[src/verilog/slsp_params.svh]
// Constants for the shared lock semaphore pool
`ifndef SLSP_PARAMS_SVH
`define SLSP_PARAMS_SVH
`define SLSP_NUM_LOCKS   8
`define SLSP_ID_W        3
`define SLSP_NUM_CORES   4
`define SLSP_RES_W       8
`define SLSP_NONE_RESULT 8'hff
`define SLSP_STATES_RST  8'h00
`define SLSP_USED_RST    8'h00
`endif

[src/verilog/slsp_pkg.sv]
// Types for the shared lock semaphore pool
`include "slsp_params.svh"
package slsp_pkg;
  typedef enum logic [1:0] {
    SLSP_CMD_CHECKOUT,
    SLSP_CMD_RETURN,
    SLSP_CMD_SET,
    SLSP_CMD_CLEAR
  } slsp_cmd_t;
  typedef logic [`SLSP_ID_W-1:0] slsp_id_t;
endpackage

[src/verilog/slsp_if.sv]
// Interface joining the cores' end and the lock pool
`timescale 1ns/1ps
`include "slsp_params.svh"
interface slsp_if (input wire logic CLOCK, input wire logic RST);
  import slsp_pkg::*;
  logic [`SLSP_NUM_CORES-1:0] req;
  slsp_cmd_t                  cmd   [`SLSP_NUM_CORES];
  slsp_id_t                   id    [`SLSP_NUM_CORES];
  logic [`SLSP_NUM_CORES-1:0] done;
  logic [`SLSP_RES_W-1:0]     result;
  modport pool (input CLOCK, input RST, input req, input cmd, input id,
                output done, output result);
  modport cores (input CLOCK, input RST, output req, output cmd, output id,
                 input done, input result);
endinterface

[src/verilog/slsp_pool.sv]
// Central lock pool with round-robin serialising arbiter
`timescale 1ns/1ps
`include "slsp_params.svh"
module slsp_pool
  import slsp_pkg::*;
(
  slsp_if.pool                  bus,        // Link to the cores' end
  output logic [`SLSP_NUM_LOCKS-1:0] STATES, // Lock bits
  output logic [`SLSP_NUM_LOCKS-1:0] USED    // Checked-out flags
);
  // Sizes fixed by the pool
  localparam int NC = `SLSP_NUM_CORES;
  localparam int NL = `SLSP_NUM_LOCKS;
  localparam int RW = `SLSP_RES_W;
  localparam int IW = `SLSP_ID_W;

  // ----------------------------------------
  // Decode helpers
  // ----------------------------------------
  // One-hot mask of a lock
  function automatic logic [NL-1:0] lock_hot(input slsp_id_t n);
    logic [NL-1:0] m;
    m    = '0;
    m[n] = 1'b1;
    return m;
  endfunction

  // One-hot mask of a core
  function automatic logic [NC-1:0] core_hot(input logic [1:0] n);
    logic [NC-1:0] m;
    m    = '0;
    m[n] = 1'b1;
    return m;
  endfunction

  // Core index counted on from a base
  function automatic logic [1:0] core_at(input logic [1:0] base,
                                         input logic [1:0] step);
    return 2'(base + step);
  endfunction

  // Lock bit widened to the answer
  function automatic logic [RW-1:0] bit_answer(input logic b);
    return {{(RW-1){1'b0}}, b};
  endfunction

  // Identifier widened to the answer
  function automatic logic [RW-1:0] id_answer(input slsp_id_t n);
    return {{(RW-IW){1'b0}}, n};
  endfunction

  // ----------------------------------------
  // Registers and next values
  // ----------------------------------------
  logic [NL-1:0] states_ff;   // Lock bits
  logic [NL-1:0] nxt_states;
  logic [NL-1:0] used_ff;     // Checked-out flags
  logic [NL-1:0] nxt_used;
  logic [NC-1:0] done_ff;     // Served-core pulse
  logic [NC-1:0] nxt_done;
  logic [RW-1:0] result_ff;   // Answer of the last command
  logic [RW-1:0] nxt_result;
  logic [1:0]    ptr_ff;      // Rotation start
  logic [1:0]    nxt_ptr;

  // ----------------------------------------
  // Decode wires
  // ----------------------------------------
  logic [1:0]    gnt;
  logic          gnt_vld;
  logic          pend;
  slsp_cmd_t     g_cmd;
  slsp_id_t      g_id;
  slsp_id_t      free_id;
  logic          any_free;
  logic [NL-1:0] id_mask;
  logic [NL-1:0] free_mask;

  // Command decode
  logic          do_take;
  logic          do_give;
  logic          do_set;
  logic          do_clear;
  logic          old_bit;
  logic [RW-1:0] take_answer;
  logic [RW-1:0] flag_answer;

  // ----------------------------------------
  // Arbitration
  // ----------------------------------------
  // First requesting core in rotation from the pointer wins; the core just served is masked
  always_comb begin
    gnt     = 2'h0;
    gnt_vld = 1'b0;
    for (int k = NC-1; k >= 0; k--) begin
      if (bus.req[core_at(ptr_ff, 2'(k))] && !done_ff[core_at(ptr_ff, 2'(k))]) begin
        gnt     = core_at(ptr_ff, 2'(k));
        gnt_vld = 1'b1;
      end
    end
  end

  // A command is taken only while no answer stands
  assign pend     = gnt_vld && (done_ff == '0);
  assign g_cmd    = bus.cmd[gnt];
  assign g_id     = bus.id[gnt];
  assign nxt_done = pend ? core_hot(gnt) : '0;
  assign nxt_ptr  = pend ? core_at(gnt, 2'h1) : ptr_ff;

  // ----------------------------------------
  // Lock selection
  // ----------------------------------------
  // Lowest free lock
  always_comb begin
    free_id  = 3'h0;
    any_free = 1'b0;
    for (int k = NL-1; k >= 0; k--) begin
      if (!used_ff[k]) begin
        free_id  = 3'(k);
        any_free = 1'b1;
      end
    end
  end

  // One command acts per taken cycle
  assign do_take   = pend && (g_cmd == SLSP_CMD_CHECKOUT) && any_free;
  assign do_give   = pend && (g_cmd == SLSP_CMD_RETURN);
  assign do_set    = pend && (g_cmd == SLSP_CMD_SET);
  assign do_clear  = pend && (g_cmd == SLSP_CMD_CLEAR);
  assign id_mask   = lock_hot(g_id);
  assign free_mask = lock_hot(free_id);
  assign old_bit   = states_ff[g_id];

  // ----------------------------------------
  // Per-lock next state
  // ----------------------------------------
  generate
    for (genvar l = 0; l < NL; l++) begin : g_lock
      // Lock bit and flag follow the one command taken
      assign nxt_states[l] = (do_set && id_mask[l])   ? 1'b1 :
                             (do_clear && id_mask[l]) ? 1'b0 :
                                                        states_ff[l];
      assign nxt_used[l]   = (do_take && free_mask[l]) ? 1'b1 :
                             (do_give && id_mask[l])   ? 1'b0 :
                                                         used_ff[l];
    end
  endgenerate

  // ----------------------------------------
  // Answer
  // ----------------------------------------
  // All ones when no lock is free
  assign take_answer = any_free ? id_answer(free_id) : `SLSP_NONE_RESULT;
  assign flag_answer = bit_answer(old_bit);

  // Return answers zero
  always_comb begin
    case (g_cmd)
      SLSP_CMD_CHECKOUT: nxt_result = take_answer;
      SLSP_CMD_RETURN:   nxt_result = '0;
      SLSP_CMD_SET:      nxt_result = flag_answer;
      SLSP_CMD_CLEAR:    nxt_result = flag_answer;
      default:           nxt_result = '0;
    endcase
  end

  // ----------------------------------------
  // Registers
  // ----------------------------------------
  // Lock bits and checked-out flags
  always_ff @(posedge bus.CLOCK or posedge bus.RST) begin
    if (bus.RST) begin
      states_ff <= `SLSP_STATES_RST;
      used_ff   <= `SLSP_USED_RST;
    end else begin
      states_ff <= nxt_states;
      used_ff   <= nxt_used;
    end
  end

  // Served pulse and rotation pointer
  always_ff @(posedge bus.CLOCK or posedge bus.RST) begin
    if (bus.RST) begin
      done_ff <= '0;
      ptr_ff  <= 2'h0;
    end else begin
      done_ff <= nxt_done;
      ptr_ff  <= nxt_ptr;
    end
  end

  // Answer holds until the next command is taken
  always_ff @(posedge bus.CLOCK or posedge bus.RST) begin
    if (bus.RST) begin
      result_ff <= '0;
    end else if (pend) begin
      result_ff <= nxt_result;
    end
  end

  // ----------------------------------------
  // Outputs
  // ----------------------------------------
  assign bus.done   = done_ff;
  assign bus.result = result_ff;
  assign STATES     = states_ff;
  assign USED       = used_ff;
endmodule // slsp_pool

[src/flat_wrapper.sv]
// flat-port wrapper written by rule: the top's interface ports become plain ports
module slsp_pool_flat import slsp_pkg::*;
  (STATES, USED, CLOCK, RST, bus_req, bus_cmd, bus_id, bus_done, bus_result);
  slsp_if bus_i (.CLOCK(CLOCK), .RST(RST));
  output logic [`SLSP_NUM_LOCKS-1:0] STATES;
  output logic [`SLSP_NUM_LOCKS-1:0] USED;
  input wire logic CLOCK;
  input wire logic RST;
  input wire logic [$bits(bus_i.req)-1:0] bus_req;
  input wire logic [$bits(bus_i.cmd)-1:0] bus_cmd;
  input wire logic [$bits(bus_i.id)-1:0] bus_id;
  output wire logic [$bits(bus_i.done)-1:0] bus_done;
  output wire logic [$bits(bus_i.result)-1:0] bus_result;
  assign bus_i.req = bus_req;
  assign bus_i.cmd = {>>{bus_cmd}};
  assign bus_i.id = {>>{bus_id}};
  assign bus_done = bus_i.done;
  assign bus_result = bus_i.result;
  slsp_pool u_core (.bus(bus_i), .STATES(STATES), .USED(USED));
endmodule
[config.mk]
export PLATFORM = sky130hd
export DESIGN_NAME = slsp_pool_flat
export DESIGN_NICKNAME = d
export VERILOG_FILES = /design/src/verilog/slsp_pkg.sv /design/src/verilog/slsp_if.sv /design/src/verilog/slsp_pool.sv /design/src/flat_wrapper.sv
export VERILOG_INCLUDE_DIRS = /design/src /design/src/verilog
export SDC_FILE = /design/constraint.sdc
export NUM_CORES = 1
export LEC_CHECK = 0
export BUFFER_PORTS_ARGS = -buffer_cell sky130_fd_sc_hd__buf_2
export CAP_MARGIN = 20
export CORE_UTILIZATION = 45
export CTS_CLUSTER_DIAMETER = 80
export DETAILED_ROUTE_END_ITERATION = 6
export PLACE_DENSITY = 0.74
export RECOVER_POWER = 50
export SLEW_MARGIN = 30
export SYNTH_ARGS = -nofsm -noshare
export SYNTH_HDL_FRONTEND = slang
export SYNTH_SLANG_ARGS = --single-unit
[constraint.sdc]
create_clock -name CLOCK -period 2.5 [get_ports CLOCK]
set_input_delay 0.25 -clock CLOCK [delete_from_list [all_inputs] [get_ports CLOCK]]
set_output_delay 0.25 -clock CLOCK [all_outputs]
set_load 0.01 [all_outputs]
==> run summary <==
crit path kind: reg -> reg
Worst Setup Start Kind: flip-flop
Least-Margin Pin Slew: 978 ps
Top Ports: 54
Starting Density: 0.478
Hold Path Class: in -> async
first-pass GRT wire length: 7850 µm
CTS tree: yes
Gate Count Post-Synth: 190
Rows: 22
die height: 64.9 µm
pre-CTS setup slack: -167 ps
violated checks: negative setup slack
Horiz. Die Dim: 64.9 µm
RSZ-0062 raised after global routing: true
cell area power density: 1410 nW/µm²
Tot GR Track Use: 0.240
clock sink count: 26
initial detailed-routing violation count: 105
worst path required time: 2650 ps
top post-synthesis cells by area: dfrtp_1 (37%), mux2_2 (6.3%), nand2_1 (5.9%), o21ai_0 (5.1%), mux2i_1 (3.4%)
clk_skew: 1.38 ps
most common cell after layout, fill and taps aside: buf_2
Area Growth Syn to Fin: 53.0%
commonest non-fill, non-tap cells in the layout: buf_2 (48), buf_4 (45), dfrtp_1 (26)
maximum VDD drop: 0.000920 V
r2r setup slk: -160 ps
share of cells above drive strength 1: 0.527
Reg clk slew, reported paths: 90 ps
largest net degree at the start of global routing: 27
routed wire length: 5250 µm
# placed instances: 321
CP max stage delay: 420 ps
WL per Instance: 15.4 µm
Pleak: 1.29 nW
Avg Inst Size Synth: 9.36 µm²
critical path arrival: 2810 ps
worst rel slew slack: 0.347
via count: 1866
Port Buf Inserts: 53
FF-to-FF Start: u_core.bus.done[3]$_DFF_PP0_
final period utilization: 1.07
minimum clock period: 2660 ps
core area: 3720 µm²
final core utilization: 0.732
CP Capture Type: flip-flop
final instance area: 2720 µm²
Reg2Reg Capture Point: u_core.bus.result[0]$_DFFE_PP0N_
vias in the first global route: 1811
Syn. warnings: 0
H-tree lvl count: 1
r2r worst-path depth: 10
grt total ovfl: 0
Syn Nets: 220
Seq/Total Area, Yosys: 0.366
Critical Path Slowest Stage Cell: a311o_2
Num CTS Buffers: 3
initial antenna violation count: 0
# diodes: 0
Max Cap Violations: 0
status: finished with violations
delay-heaviest family, CP: compound AO/OA/AOI/OAI gates
final setup fails: 14
Final ANT Viol Nets: 0
ys async rst share: 1.00
clk root buf: clkbuf_8
Post-synth top flop: dfrtp_1
Yosys top cell area share: 0.366
most used cell, CP: buf_6
Synth area leader: dfrtp_1
drt via density: 5.49
Worst Slack Setup Final: -163 ps
worst path bufs/invs: 2
fin nets: 323
dpl hpwl: 3640 µm
Mapped Area: 1780 µm²
DP Area: 2370 µm²
Die Area: 4210 µm²
post-synthesis cell type count: 53
crit path cell chain: or2b_1 > and4b_2 > nor3_4 > buf_6 > o22ai_4 > a311o_2 > buf_6 > a211o_1 > a21oi_2 > o31ai_1
register bit total from synthesis: 26
Post-synth EDFFs: 0
clock buffer depth: 2
final hold violation count: 0
Max Slew Vio Count: 0
Clock Latency Late Sink: 270 ps
CP max FO: 4
Initial DRT Pass Iterations: 4
Crit path depth: 10
DRC: 0
Finished Layout Cells: 340
hold buffers post-CTS: 0
Routability Congestion: 0.888
Max Fclk: 376 MHz
layout make-up:
cell class	instances	area, µm²
Clock inverter	1	30.0
Inverter	4	20.0
Fill cell	258	996
Timing Repair Buffer	105	676
Tap cell	48	60.1
Multi-Input combinational cell	153	1240
Clock buffer	3	41.3
Sequential cell	26	651
cells by family after synthesis:
group                    count (synthesis)  synth area share
AND/OR/NAND/NOR                         84             0.265
AO/OA/AOI/OAI                           49             0.202
flip-flops                              26             0.366
multiplexers                            16            0.0971
buffers and inverters                   11            0.0422
adder cells (fa/ha/maj)                  4            0.0282
stage by stage:
| stage | setup TNS [ps] | power [mW] | hold WS (ps) |
|---|---|---|---|
| 2_1_floorplan | -247 | 2.02 | 290 |
| 3_3_place_gp | -437 | 2.79 | 492 |
| 3_5_place_dp | -1190 | 2.83 | 492 |
| 4_1_cts | -213 | 3.37 | 226 |
| 5_1_grt | -2910 | 4.08 | 286 |
| 6_report | -1130 | 3.83 | 200 |
metal layers:
metal	up-vias	global-route usage	wire (µm)
li1	915	-	-
met1	879	0.293	2130
met2	64	0.435	2770
met3	8	0.0282	263
met4	0	0.0722	85
met5	-	0	0
registers in the layout (all words and copies together) (netlist names):
register	count
u_core.STATES	8
u_core.USED	8
u_core.bus.done	4
u_core.bus.result	4
u_core.ptr_ff	2
Yosys cell counts (2+ instances only):
master / count
nand2_1: 28
dfrtp_1: 26
o21ai_0: 18
mux2_2: 10
nor2_1: 10
nand3_1: 9
mux2i_1: 6
and2_1: 5
buf_4: 4
ha_1: 4
nor3_1: 4
or3_1: 4
a21oi_1: 3
a22o_1: 3
a31oi_1: 3
inv_1: 3
nand3b_1: 3
nor3b_1: 3
a21boi_0: 2
a2bb2oi_1: 2
buf_6: 2
nor2b_1: 2
nor4_1: 2
o22ai_1: 2
o2bb2ai_1: 2
o31ai_1: 2
or3_2: 2
worst max-delay path by stage:
stage | slack, ps | end | startpoint
after detailed placement | -170 | u_core.bus.result[0]$_DFFE_PP0N_ | u_core.ptr_ff[0]$_DFFE_PP0N_
after floorplan | -60 | u_core.USED[2]$_DFFE_PP0P_ | u_core.ptr_ff[1]$_DFFE_PP0N_
after global routing | -240 | u_core.bus.result[0]$_DFFE_PP0N_ | u_core.ptr_ff[1]$_DFFE_PP0N_
after CTS | -80 | u_core.bus.result[0]$_DFFE_PP0N_ | u_core.ptr_ff[1]$_DFFE_PP0N_
after global placement | -90 | u_core.bus.result[0]$_DFFE_PP0N_ | u_core.ptr_ff[0]$_DFFE_PP0N_
final | -160 | u_core.bus.result[0]$_DFFE_PP0N_ | u_core.bus.done[3]$_DFF_PP0_
timing repair:
action / CTS / global route
endpoints found under the setup margin: 17 / 17
setup buffers: 6 / 9
pin swaps: 6 / 15
gates resized for setup: 20 / 35
report_power, final:
part | internal (mW) | switching, mW
Sequential | 0.583 | 0.165
Clock | 0.214 | 0.128
Combinational | 1.37 | 1.37
Total | 2.17 | 1.66
(Power assumes the default switching activity.)
